File: src/shared/frame_pkg.sv
// shared constants and types for the partitioning and monitoring register frame
package frame_pkg;
  // frame placement: 64 KB page, page index compared against addr[31:16]
  localparam logic [15:0] FRAME_PAGE = 16'h4000;
  localparam logic [15:0] IMPL_BASE = 16'h3000;
  // register offsets inside the page
  localparam logic [15:0] OFF_IDR = 16'h0000;
  localparam logic [15:0] OFF_SIDR = 16'h0008;
  localparam logic [15:0] OFF_IIDR = 16'h0018;
  localparam logic [15:0] OFF_AIDR = 16'h0020;
  localparam logic [15:0] OFF_CCAP_IDR = 16'h0038;
  localparam logic [15:0] OFF_PRI_IDR = 16'h0048;
  localparam logic [15:0] OFF_MONITOR_REGS_IDR = 16'h0080;
  localparam logic [15:0] OFF_MBWU_IDR = 16'h0090;
  localparam logic [15:0] OFF_ECR = 16'h00f0;
  localparam logic [15:0] OFF_ESR = 16'h00f8;
  localparam logic [15:0] OFF_PART_SEL = 16'h0100;
  localparam logic [15:0] OFF_CMAX = 16'h0108;
  localparam logic [15:0] OFF_PRI = 16'h0400;
  localparam logic [15:0] OFF_MON_SEL = 16'h0800;
  localparam logic [15:0] OFF_CAPT = 16'h0808;
  localparam logic [15:0] OFF_FLT = 16'h0820;
  localparam logic [15:0] OFF_CTL = 16'h0828;
  localparam logic [15:0] OFF_CNT = 16'h0860;
  localparam logic [15:0] OFF_CAPTURE = 16'h0868;
  // sizes
  localparam int NUM_PART = 8;
  localparam int NUM_MON = 4;
  localparam int PART_W = 3;
  localparam int MON_W = 2;
  localparam logic [15:0] PARTITION_IDENTIFIER_MAX = 16'h0007;
  localparam logic [7:0] PMG_MAX = 8'h01;
  localparam logic [15:0] MON_COUNT = 16'h0004;
  // feature identification: [15:0] partition_identifier max, [23:16] pmg max, 24 ccap, 25 pri, 26 monitors
  localparam logic [31:0] IDR_NS_VAL = {5'h00, 1'b1, 1'b1, 1'b1, PMG_MAX, PARTITION_IDENTIFIER_MAX};
  localparam logic [31:0] IDR_S_VAL = {5'h00, 1'b1, 1'b0, 1'b1, PMG_MAX, PARTITION_IDENTIFIER_MAX};
  localparam logic [31:0] SIDR_VAL = {8'h00, PMG_MAX, PARTITION_IDENTIFIER_MAX};
  // arbitrary implementation code, no meaning
  localparam logic [31:0] IIDR_VAL = 32'h0000_0a5a;
  localparam logic [31:0] AIDR_VAL = 32'h0000_0010;
  localparam logic [31:0] CCAP_IDR_VAL = 32'h0000_0008;
  localparam logic [31:0] PRI_IDR_VAL = 32'h0000_0004;
  // monitor types: bit 17 bandwidth usage, bit 31 local capture event
  localparam logic [31:0] MONITOR_REGS_IDR_VAL = 32'h8002_0000;
  // [15:0] instance count, bit 31 capture present
  localparam logic [31:0] MBWU_IDR_VAL = {16'h8000, MON_COUNT};
  // monitor control fields
  localparam logic [31:0] CTL_TYPE_VAL = 32'h0000_0042;
  localparam logic [31:0] CTL_WMASK = 32'hfff3_0000;
  localparam int CTL_MPART = 16;
  localparam int CTL_MPMG = 17;
  localparam int CTL_FRZ = 24;
  localparam int CTL_OFL = 26;
  localparam int CTL_CRST = 27;
  localparam int CTL_EVT_LSB = 28;
  localparam int CTL_EN = 31;
  localparam logic [2:0] EVT_LOCAL = 3'h7;
  localparam logic [31:0] FLT_WMASK = 32'h00ff_ffff;
  // capture event register bits
  localparam int CAPT_NOW = 0;
  localparam int CAPT_ALL = 1;
  // error status: [15:0] index, [27:24] code
  localparam logic [3:0] ERR_PART_RANGE = 4'h1;
  localparam logic [3:0] ERR_MON_RANGE = 4'h2;
  localparam logic [31:0] ECR_WMASK = 32'h0000_0001;
  localparam logic [31:0] CMAX_WMASK = 32'h0000_00ff;
  localparam logic [31:0] PRI_WMASK = 32'h0000_000f;

  typedef enum logic [4:0] {
    SEL_NONE, SEL_IDR, SEL_SIDR, SEL_IIDR, SEL_AIDR, SEL_CCAP_IDR, SEL_PRI_IDR,
    SEL_MONITOR_REGS_IDR, SEL_MBWU_IDR, SEL_ECR, SEL_ESR, SEL_PART_SEL, SEL_CMAX, SEL_PRI,
    SEL_MON_SEL, SEL_CAPT, SEL_FLT, SEL_CTL, SEL_CNT, SEL_CAPTURE
  } reg_sel_t;

  typedef struct packed {
    logic valid;
    logic write;
    logic ns;
    logic [31:0] addr;
    logic [31:0] wdata;
  } bus_req_t;

  typedef struct packed {
    logic valid;
    logic hit;
    logic [31:0] rdata;
  } bus_rsp_t;

  typedef struct packed {
    logic valid;
    logic ns;
    logic [15:0] partition_identifier;
    logic [7:0] monitoring_group;
    logic [15:0] bytes;
  } mon_evt_t;
endpackage : frame_pkg

File: src/rtl/mon_bank.sv
// one security space's bank of bandwidth usage monitors
`timescale 1ns/10ps
module mon_bank
  import frame_pkg::*;
(
  // clock and reset
  input wire logic core_clk,
  input wire logic rst,
  // register access, already decoded
  input wire logic [MON_W-1:0] sel,
  input wire logic wr_en,
  input wire reg_sel_t rsel,
  input wire logic [31:0] wdata,
  input wire logic capt,
  // traffic
  input wire mon_evt_t evt,
  input wire logic evt_hit,
  // read data of the selected instance
  output logic [31:0] rdata
);
  logic [31:0] flt_q [NUM_MON];
  logic [31:0] flt_d [NUM_MON];
  logic [31:0] ctl_q [NUM_MON];
  logic [31:0] ctl_d [NUM_MON];
  logic [31:0] cnt_q [NUM_MON];
  logic [31:0] cnt_d [NUM_MON];
  logic [31:0] cap_q [NUM_MON];
  logic [31:0] cap_d [NUM_MON];

  // software writes first, then counting, so a hardware overflow set wins
  always_comb begin
    logic match;
    logic [32:0] sum;
    logic sw_cnt;
    match = 1'b0;
    sum = '0;
    sw_cnt = 1'b0;
    flt_d = flt_q;
    ctl_d = ctl_q;
    cnt_d = cnt_q;
    cap_d = cap_q;
    if (wr_en) begin
      case (rsel)
        SEL_FLT: flt_d[sel] = wdata & FLT_WMASK;
        SEL_CTL: ctl_d[sel] = (wdata & CTL_WMASK) | CTL_TYPE_VAL;
        SEL_CNT: cnt_d[sel] = wdata;
        default: ;
      endcase
    end
    for (int i = 0; i < NUM_MON; i++) begin
      sw_cnt = wr_en && rsel == SEL_CNT && sel == MON_W'(i);
      match = evt.valid && evt_hit && ctl_q[i][CTL_EN]
        && (!ctl_q[i][CTL_MPART] || evt.partition_identifier == flt_q[i][15:0])
        && (!ctl_q[i][CTL_MPMG] || evt.monitoring_group == flt_q[i][23:16]);
      sum = {1'b0, cnt_q[i]} + {17'h0_0000, evt.bytes};
      // a frozen counter stays put once it has overflowed
      if (match && !sw_cnt && !(ctl_q[i][CTL_FRZ] && ctl_q[i][CTL_OFL])) begin
        cnt_d[i] = sum[31:0];
        if (sum[32]) begin
          ctl_d[i][CTL_OFL] = 1'b1;
        end
      end
      // local capture copies the live count, optional reset after
      if (capt && ctl_q[i][CTL_EVT_LSB+:3] == EVT_LOCAL) begin
        cap_d[i] = cnt_q[i];
        if (ctl_q[i][CTL_CRST]) begin
          cnt_d[i] = '0;
        end
      end
    end
  end

  always_ff @(posedge core_clk or posedge rst) begin
    if (rst) begin
      for (int i = 0; i < NUM_MON; i++) begin
        flt_q[i] <= '0;
        ctl_q[i] <= CTL_TYPE_VAL;
        cnt_q[i] <= '0;
        cap_q[i] <= '0;
      end
    end else begin
      flt_q <= flt_d;
      ctl_q <= ctl_d;
      cnt_q <= cnt_d;
      cap_q <= cap_d;
    end
  end

  // reads follow the bank's own monitor selector
  always_comb begin
    rdata = '0;
    case (rsel)
      SEL_FLT: rdata = flt_q[sel];
      SEL_CTL: rdata = ctl_q[sel];
      SEL_CNT: rdata = cnt_q[sel];
      SEL_CAPTURE: rdata = cap_q[sel];
      default: rdata = '0;
    endcase
  end
endmodule : mon_bank

File: src/rtl/part_mon_frame.sv
// register frame for partition configuration and resource monitoring
`timescale 1ns/10ps
module part_mon_frame
  import frame_pkg::*;
(
  // clock and reset
  input wire logic core_clk,
  input wire logic rst,
  // register access from processor software
  input wire bus_req_t req,
  output bus_rsp_t rsp,
  // monitored traffic
  input wire mon_evt_t evt
);
  // bank index: 0 non-secure, 1 secure
  localparam logic BANK_S = 1'b1;
  localparam logic BANK_NS = 1'b0;

  // offset to register, absent ones fold to reserved
  function automatic reg_sel_t decode(input logic [15:0] off, input logic sec);
    reg_sel_t s;
    s = SEL_NONE;
    case (off)
      OFF_IDR: s = SEL_IDR;
      OFF_SIDR: s = sec ? SEL_SIDR : SEL_NONE;
      OFF_IIDR: s = SEL_IIDR;
      OFF_AIDR: s = SEL_AIDR;
      OFF_CCAP_IDR: s = SEL_CCAP_IDR;
      OFF_PRI_IDR: s = sec ? SEL_NONE : SEL_PRI_IDR;
      OFF_MONITOR_REGS_IDR: s = SEL_MONITOR_REGS_IDR;
      OFF_MBWU_IDR: s = SEL_MBWU_IDR;
      OFF_ECR: s = SEL_ECR;
      OFF_ESR: s = SEL_ESR;
      OFF_PART_SEL: s = SEL_PART_SEL;
      OFF_CMAX: s = SEL_CMAX;
      OFF_PRI: s = sec ? SEL_NONE : SEL_PRI;
      OFF_MON_SEL: s = SEL_MON_SEL;
      OFF_CAPT: s = SEL_CAPT;
      OFF_FLT: s = SEL_FLT;
      OFF_CTL: s = SEL_CTL;
      OFF_CNT: s = SEL_CNT;
      OFF_CAPTURE: s = SEL_CAPTURE;
      default: s = SEL_NONE;
    endcase
    return s;
  endfunction : decode

  // request decode
  logic page_hit;
  logic sec;
  logic bank;
  logic wr;
  reg_sel_t sel;

  // the page check keeps every register of the frame in one aligned block
  assign page_hit = req.addr[31:16] == FRAME_PAGE;
  // both spaces reach the page; the flag picks the bank and hides the registers of the other space
  assign sec = ~req.ns;
  assign bank = sec ? BANK_S : BANK_NS;
  assign wr = req.valid && req.write && page_hit;
  assign sel = decode(req.addr[15:0], sec);

  // banked partition selectors, cmax and error registers; one unbanked pri set
  logic [PART_W-1:0] part_sel_q [2];
  logic [PART_W-1:0] part_sel_d [2];
  logic [MON_W-1:0] mon_sel_q [2];
  logic [MON_W-1:0] mon_sel_d [2];
  logic [7:0] cmax_q [2][NUM_PART];
  logic [7:0] cmax_d [2][NUM_PART];
  logic [3:0] pri_q [NUM_PART];
  logic [3:0] pri_d [NUM_PART];
  logic [31:0] ecr_q [2];
  logic [31:0] ecr_d [2];
  logic [31:0] esr_q [2];
  logic [31:0] esr_d [2];

  // writes land only in the bank of the access; other bank untouched
  always_comb begin
    part_sel_d = part_sel_q;
    mon_sel_d = mon_sel_q;
    cmax_d = cmax_q;
    pri_d = pri_q;
    ecr_d = ecr_q;
    esr_d = esr_q;
    if (wr) begin
      case (sel)
        SEL_PART_SEL: begin
          // an out-of-range partition is refused and logged, selector kept
          if (req.wdata[15:0] > PARTITION_IDENTIFIER_MAX) begin
            esr_d[bank] = {4'h0, ERR_PART_RANGE, 8'h00, req.wdata[15:0]};
          end else begin
            part_sel_d[bank] = req.wdata[PART_W-1:0];
          end
        end
        SEL_MON_SEL: begin
          if (req.wdata[15:0] >= MON_COUNT) begin
            esr_d[bank] = {4'h0, ERR_MON_RANGE, 8'h00, req.wdata[15:0]};
          end else begin
            mon_sel_d[bank] = req.wdata[MON_W-1:0];
          end
        end
        SEL_CMAX: cmax_d[bank][part_sel_q[bank]] = req.wdata[7:0] & CMAX_WMASK[7:0];
        SEL_PRI: pri_d[part_sel_q[bank]] = req.wdata[3:0] & PRI_WMASK[3:0];
        SEL_ECR: ecr_d[bank] = req.wdata & ECR_WMASK;
        SEL_ESR: esr_d[bank] = req.wdata;
        // identification registers and reserved locations drop writes
        default: ;
      endcase
    end
  end

  always_ff @(posedge core_clk or posedge rst) begin
    if (rst) begin
      for (int b = 0; b < 2; b++) begin
        part_sel_q[b] <= '0;
        mon_sel_q[b] <= '0;
        ecr_q[b] <= '0;
        esr_q[b] <= '0;
        for (int p = 0; p < NUM_PART; p++) begin
          cmax_q[b][p] <= '0;
        end
      end
      for (int p = 0; p < NUM_PART; p++) begin
        pri_q[p] <= '0;
      end
    end else begin
      part_sel_q <= part_sel_d;
      mon_sel_q <= mon_sel_d;
      cmax_q <= cmax_d;
      pri_q <= pri_d;
      ecr_q <= ecr_d;
      esr_q <= esr_d;
    end
  end

  // local capture: non-secure write hits its own monitors,
  // secure write with the all bit hits both banks
  logic capt_go;
  logic [1:0] capt;
  assign capt_go = wr && sel == SEL_CAPT && req.wdata[CAPT_NOW];
  assign capt[BANK_NS] = capt_go && (!sec || req.wdata[CAPT_ALL]);
  assign capt[BANK_S] = capt_go && sec;

  // one monitor bank per security space
  logic [31:0] mon_rdata [2];
  for (genvar g = 0; g < 2; g++) begin : g_mon
    mon_bank u_bank (
      .core_clk(core_clk),
      .rst(rst),
      .sel(mon_sel_q[g]),
      .wr_en(wr && bank == 1'(g)),
      .rsel(sel),
      .wdata(req.wdata),
      .capt(capt[g]),
      .evt(evt),
      .evt_hit(evt.ns != 1'(g)),
      .rdata(mon_rdata[g])
    );
  end

  // read mux; absent and unallocated locations read zero
  logic [31:0] rdata;
  always_comb begin
    rdata = '0;
    case (sel)
      SEL_IDR: rdata = sec ? IDR_S_VAL : IDR_NS_VAL;
      SEL_SIDR: rdata = SIDR_VAL;
      SEL_IIDR: rdata = IIDR_VAL;
      SEL_AIDR: rdata = AIDR_VAL;
      SEL_CCAP_IDR: rdata = CCAP_IDR_VAL;
      SEL_PRI_IDR: rdata = PRI_IDR_VAL;
      SEL_MONITOR_REGS_IDR: rdata = MONITOR_REGS_IDR_VAL;
      SEL_MBWU_IDR: rdata = MBWU_IDR_VAL;
      SEL_ECR: rdata = ecr_q[bank];
      SEL_ESR: rdata = esr_q[bank];
      SEL_PART_SEL: rdata = 32'(part_sel_q[bank]);
      SEL_MON_SEL: rdata = 32'(mon_sel_q[bank]);
      SEL_CMAX: rdata = 32'(cmax_q[bank][part_sel_q[bank]]);
      SEL_PRI: rdata = 32'(pri_q[part_sel_q[bank]]);
      SEL_FLT: rdata = mon_rdata[bank];
      SEL_CTL: rdata = mon_rdata[bank];
      SEL_CNT: rdata = mon_rdata[bank];
      SEL_CAPTURE: rdata = mon_rdata[bank];
      default: rdata = '0;
    endcase
  end

  // answer one cycle after every request, from a flop
  bus_rsp_t rsp_q;
  bus_rsp_t rsp_d;
  always_comb begin
    rsp_d.valid = req.valid;
    rsp_d.hit = req.valid && page_hit;
    rsp_d.rdata = (req.valid && !req.write && page_hit) ? rdata : 32'h0000_0000;
  end

  always_ff @(posedge core_clk or posedge rst) begin
    if (rst) begin
      rsp_q <= '0;
    end else begin
      rsp_q <= rsp_d;
    end
  end

  assign rsp = rsp_q;
endmodule : part_mon_frame

File: config.mk
export PLATFORM = sky130hd
export DESIGN_NAME = part_mon_frame
export DESIGN_NICKNAME = d
export VERILOG_FILES = /design/src/shared/frame_pkg.sv /design/src/rtl/mon_bank.sv /design/src/rtl/part_mon_frame.sv
export SDC_FILE = /design/constraint.sdc
export NUM_CORES = 2
export LEC_CHECK = 0
export BUFFER_PORTS_ARGS = -buffer_cell sky130_fd_sc_hd__buf_2
export CAP_MARGIN = 20
export CORE_MARGIN = 8
export CORE_UTILIZATION = 55
export CTS_CLUSTER_SIZE = 12
export DETAILED_ROUTE_END_ITERATION = 8
export GPL_TIMING_DRIVEN = 0
export PLACE_DENSITY = 0.73
export SLEW_MARGIN = 5
export SYNTH_ARGS = -nofsm -noshare
export SYNTH_HDL_FRONTEND = slang
export SYNTH_HIERARCHICAL = 1
export SYNTH_SLANG_ARGS = --single-unit
File: constraint.sdc
create_clock -name core_clk -period 10.7 [get_ports core_clk]
set_input_delay 0 -clock core_clk [delete_from_list [all_inputs] [get_ports core_clk]]
set_output_delay 0 -clock core_clk [all_outputs]
set_load 0.05 [all_outputs]
# After elaboration in Yosys (flattened, before gate mapping)
# Cells that the tools add are included.
[classes]
addsub = 8
n_lt_le_gt_ge = 10
eq_ne = 70
n_mux = 139
bitwise = 8
n_reduce_logical = 148
[ops]
columns = ["op", "count"]
rows = [
  ["$mux W32", 53],
  ["$bwmux W128", 7],
  ["$bmux W32 S2", 8],
  ["$mux W128", 4],
  ["$mux W123", 4],
  ["$pmux W32 S15", 1],
  ["$mux W64", 6],
  ["$add A32 B16 Y33", 8],
  ["$bwmux W64", 4],
  ["$pmux W32 S3", 2],
  ["$pmux W64 S3", 1],
  ["$demux W32 S2", 2],
  ["$eq A16 B16 Y1", 8],
  ["$eq A16 B12 Y1 const B", 6],
  ["$pmux W5 S19", 1],
  ["$logic_and A1 B1 Y1", 83],
  ["$demux W64 S1", 1],
  ["$eq A16 B8 Y1 const B", 4],
  ["$eq A8 B8 Y1", 8],
  ["$eq A5 B4 Y1 const B", 8],
  ["$logic_not A1 Y1", 33],
  ["$bwmux W32", 1],
  ["$demux W32 S1", 1],
  ["$eq A16 B6 Y1 const B", 2],
  ["other kinds (48)", 127],
]
[totals]
register_bits = 1356
in_bits = 111
output_inout_bits = 34
elab_cells = 458

# Depth between registers and ports, before layout
[logic_depth]
ltp_word = 13
depth_mapped = 19
mapped_depth_nobuf = 15

# Cells and area by module
# Netlist, hierarchy kept.
[modules_own_cells]
columns = ["module", "instances", "cells_per_inst", "area_each_um2", "seq_area_each_um2"]
rows = [
  ["mon_bank (g_mon[1].u_bank)", 1, 2489, 24960.2, 10209.8],
  ["mon_bank (g_mon[0].u_bank)", 1, 2526, 24928.9, 10209.8],
  ["part_mon_frame", 1, 1162, 13533.0, 6756.5],
]

# Least setup slack after synthesis
# No wires, ideal clock.
[synth_timing]
path_kind = "in2reg"
start = "input req[37] (netlist name)"
end = "register g_mon[0].u_bank/cnt_q[36] (netlist name)"
setup_ps = 132
t_arrival_ps = 3497
required_ps = 10568
path_slack_ps = 7071
cell_stages = 15
cell_sequence = "buf_6 -> or4_4 -> or3_1 -> nor4b_2 -> nor4_1 -> and2_4 -> or4_1 -> nor2_1 -> nand4_1 -> inv_1 -> and2_1 -> clkbuf_1 -> clkbuf_1 -> clkbuf_1 -> nor2_1"
[synth_rtl]
columns = ["item", "line_no", "text"]
rows = [
  ["start, declared", "part_mon_frame.sv:10", "input wire bus_req_t req,"],
  ["end signal, assigned", "mon_bank.sv:84", "cnt_q <= cnt_d;"],
  ["end, declared", "mon_bank.sv:25", "logic [31:0] cnt_q [NUM_MON];"],
]

==> results.yml <==
outcome:
  run_status: "finished clean"
sta:
  finClkSkew_ps: 23.51
  slew_violations: 0
  max_freq_ghz: 0.1708
  finalCriticalPeriod_ps: 5854
  rsz0062_at_grt: "no"
  setup_viol: 0
  slew-limit-headroom_pct: 9.585
  setup-tns-final_ps: 0
  hold_violations: 0
  period_share_pct: 54.71
  worst_pin_slew_ps: 1356
cells_and_area:
  drive_gt1_share_pct: 17.77
  postLayoutCellArea_um2: 71170
  final_core_utilization_pct: 62.24
  nNetsFinal: 6774
  syn2layout_area_growth_pct: 12.22
  fill_cells: 9248
routing:
  drt_iter0_drc: 7533
  drc: 0
  firstDrtPassIters: 8
  wire_per_inst_um: 29.68
  vias: 55550
  postRouteAntennaNets: 0
  avgViaCountPerCell: 6.814
  drt_wl_total_um: 241900
pwr:
  powerDensity_nw_per_um2: 123.4
  peakVddDrop_v: 0.0001503
  power_leakage_nw: 32.55
  p_total_mw: 8.782
critical_path:
  critPathTopFamily: "simple AND/OR/NAND/NOR gates"
  critical_path.slowest_cell: "nand4_1"
  worstPathArrival_ps: 6430
  worst_setup_path_end_kind: "register"
  path_common_cell: "buf_2"
  crit_type: "input port to register"
  crit_buf_inv: 9
  required_ps: 11270
  start_kind: "input port"
  crit_fanout: 10
  critical-path-max-stage-delay_ps: 920
  crit_chain: "dlygate4sd3_1 > buf_2 > buf_2 > nor4b_1 > and3_1 > a21o_1 > o21ai_0 > inv_1 > clkbuf_1 > nor2b_1 > clkbuf_1 > nand4_1 > nand4_1 > buf_2 > buf_2 > buf_2 > a311oi_1"
logic_synthesis:
  synthTopCellsByArea: "dfrtp_1 43%, mux4_2 7.7%, mux2_2 7.3%"
  syn_inst: 6177
  async_reset_ff_share_pct: 100.0
  synth.avg_cell_area_um2: 10.27
  synth_fp_nets: 6424
  ys_warn_count: 6
  synth-edff-count: 0
  synth_common_cells: "1154 x nand2_1, 1086 x dfrtp_1, 410 x mux2_2, 361 x nor2_1, 237 x clkbuf_1"
  synth_top_area_cell: "dfrtp_1"
  syn-cell-area_um2: 63420
  ys_seq_area_share_pct: 42.85
  synth.top_cell.area_share_pct: 42.85
  ys_seq_elements: 1086
  synth_flop_cell: "dfrtp_1"
  ys_types: 106
  synth.most_common_cell: "nand2_1"
clocking:
  post-cts-setup-buffers: 0
  cts_buffers: 118
  path_clk_slew_ps: 60
  cts_sinks: 1086
  cts_tree: "built"
  cts_root_buf: "clkbuf_16"
  insertion_delay_ps: 740
  clock_path_buffers: 3
  htreeDepth: 3
placement:
  io_buffers: 142
  place_area_um2: 66590
  gp_congestion: 1.005
  dp_hpwl_um: 182500
floorplan:
  core_area_um2: 114300
  dieHeight_um: 355.6
  io_pins: 145
  die_width_um: 355.6
  start_util_pct: 55.47
  dieArea_um2: 126400
  rows: 124
global_route:
  grt_antenna_before_repair: 21
  grt_pass1_wl_um: 354700
  grt_max_degree: 108
  grt_pass1_vias: 53330
  grt-ovfl-total: 0
  track_usage_pct: 37.19
hold_path:
  worstHoldPathType: "input port to asynchronous set/reset pin"
flow_run:
  cap_violations: 0
## cells by family after synthesis
family,synth area share [%]
compound gates,11.58
flops,42.85
simple gates,15.48
buf+inv,3.184
mux,20.11
xor+xnor,4.019
fa+ha+maj,2.778
## layout make-up
type,instances,area [um^2],share of cell area [%]
multi-input cells,4602,34230,48.09
flip-flops and latches,1086,27180,38.18
clock buffers,174,3465,4.868
well taps,1512,1892,2.658
repair buffers,230,1853,2.604
plain buffers,390,1643,2.308
clock inverters,42,484.2,0.6803
inverters,99,391.6,0.5502
diodes,17,42.54,0.05977
## cell usage in the layout, fill, tap and decap left out, types with 54 or more instances in the layout
cell type         n
a211oi_1         56
a21o_1           65
a21oi_1         205
a311oi_1         92
a31oi_1         166
and3_1           63
buf_2           246
clkbuf_1        264
clkbuf_16       119
dfrtp_1        1086
dlygate4sd3_1    54
ha_1            128
inv_1            90
mux2_1          149
mux2_2          410
mux2i_1         140
mux4_2          216
nand2_1        1154
nand3_1         106
nand4_1          92
nor2_1          361
nor2b_1          54
o211ai_1         57
o21ai_0         145
or3_1            55
xnor2_1         195
xor2_1           96
## where the power goes
group	internal, mW	switching [mW]
sequential	4.11	0.0000355
combinational	0.126	0.342
clock	2.43	1.78
total	6.66	2.12
## worst paths after layout
check | start | endpoint | slack (ps) | depth (start not counted)
worst min-delay path | rst | g_mon[1].u_bank/ctl_q[57]$_DFFE_PP0P_ | 30 | 3
max in group asynchronous | rst | g_mon[0].u_bank/flt_q[98]$_DFFE_PP0P_ | 8560 | 8
worst max register to register | mon_sel_q[3]$_DFFE_PP0P_ | rsp[0]$_DFF_PP0_ | 5300 | 14
min in group core_clk | req[39] | esr_q[56]$_DFFE_PP0P_ | 50 | 5
worst min register to register | g_mon[1].u_bank/cap_q[36]$_DFFE_PP0P_ | g_mon[1].u_bank/cap_q[36]$_DFFE_PP0P_ | 470 | 2
worst max-delay path | req[36] | g_mon[1].u_bank/cnt_q[37]$_DFF_PP0_ | 4850 | 17
## registers in the layout, indices dropped and copies added, names as in the netlist, named ones only
signal and count:
g_mon.u_bank/ctl_q 112, g_mon.u_bank/flt_q 192, part_sel_q 6, mon_sel_q 4, ecr_q 2, g_mon.u_bank/cap_q 256, esr_q 32, pri_q 32
rsp 34, cmax_q 128, g_mon.u_bank/cnt_q 256
## layer usage
layer / GRT usage, % / wire length, um
met1: 50.96 / 94860
met2: 51.92 / 98990
met3: 13.02 / 32800
met4: 19.20 / 15210
met5: 0 / 81
## through the flow
step | std cells | hold WS [ps] | setup WS, ps
3_3_place_gp | 7831 | 121.8 | 309.6
4_1_cts | 8131 | 0.2204 | 5405
2_1_floorplan | 6177 | 31.43 | 3261
6_report | 8152 | 28.70 | 4846
3_5_place_dp | 7861 | 124.9 | 4925
5_1_grt | 8135 | 65.01 | 4936
## tightest hold or removal path, delay by kind of cell
kind     cells  cell delay [ps]
buf+inv      3             1250
## timing repair
action | in CTS | in global routing
hold buffers | 54 | 0
endpoints found under the hold margin | 680 | 0
gates resized for setup | 0 | 0
No activity file was read; power rests on OpenSTA's default activity.
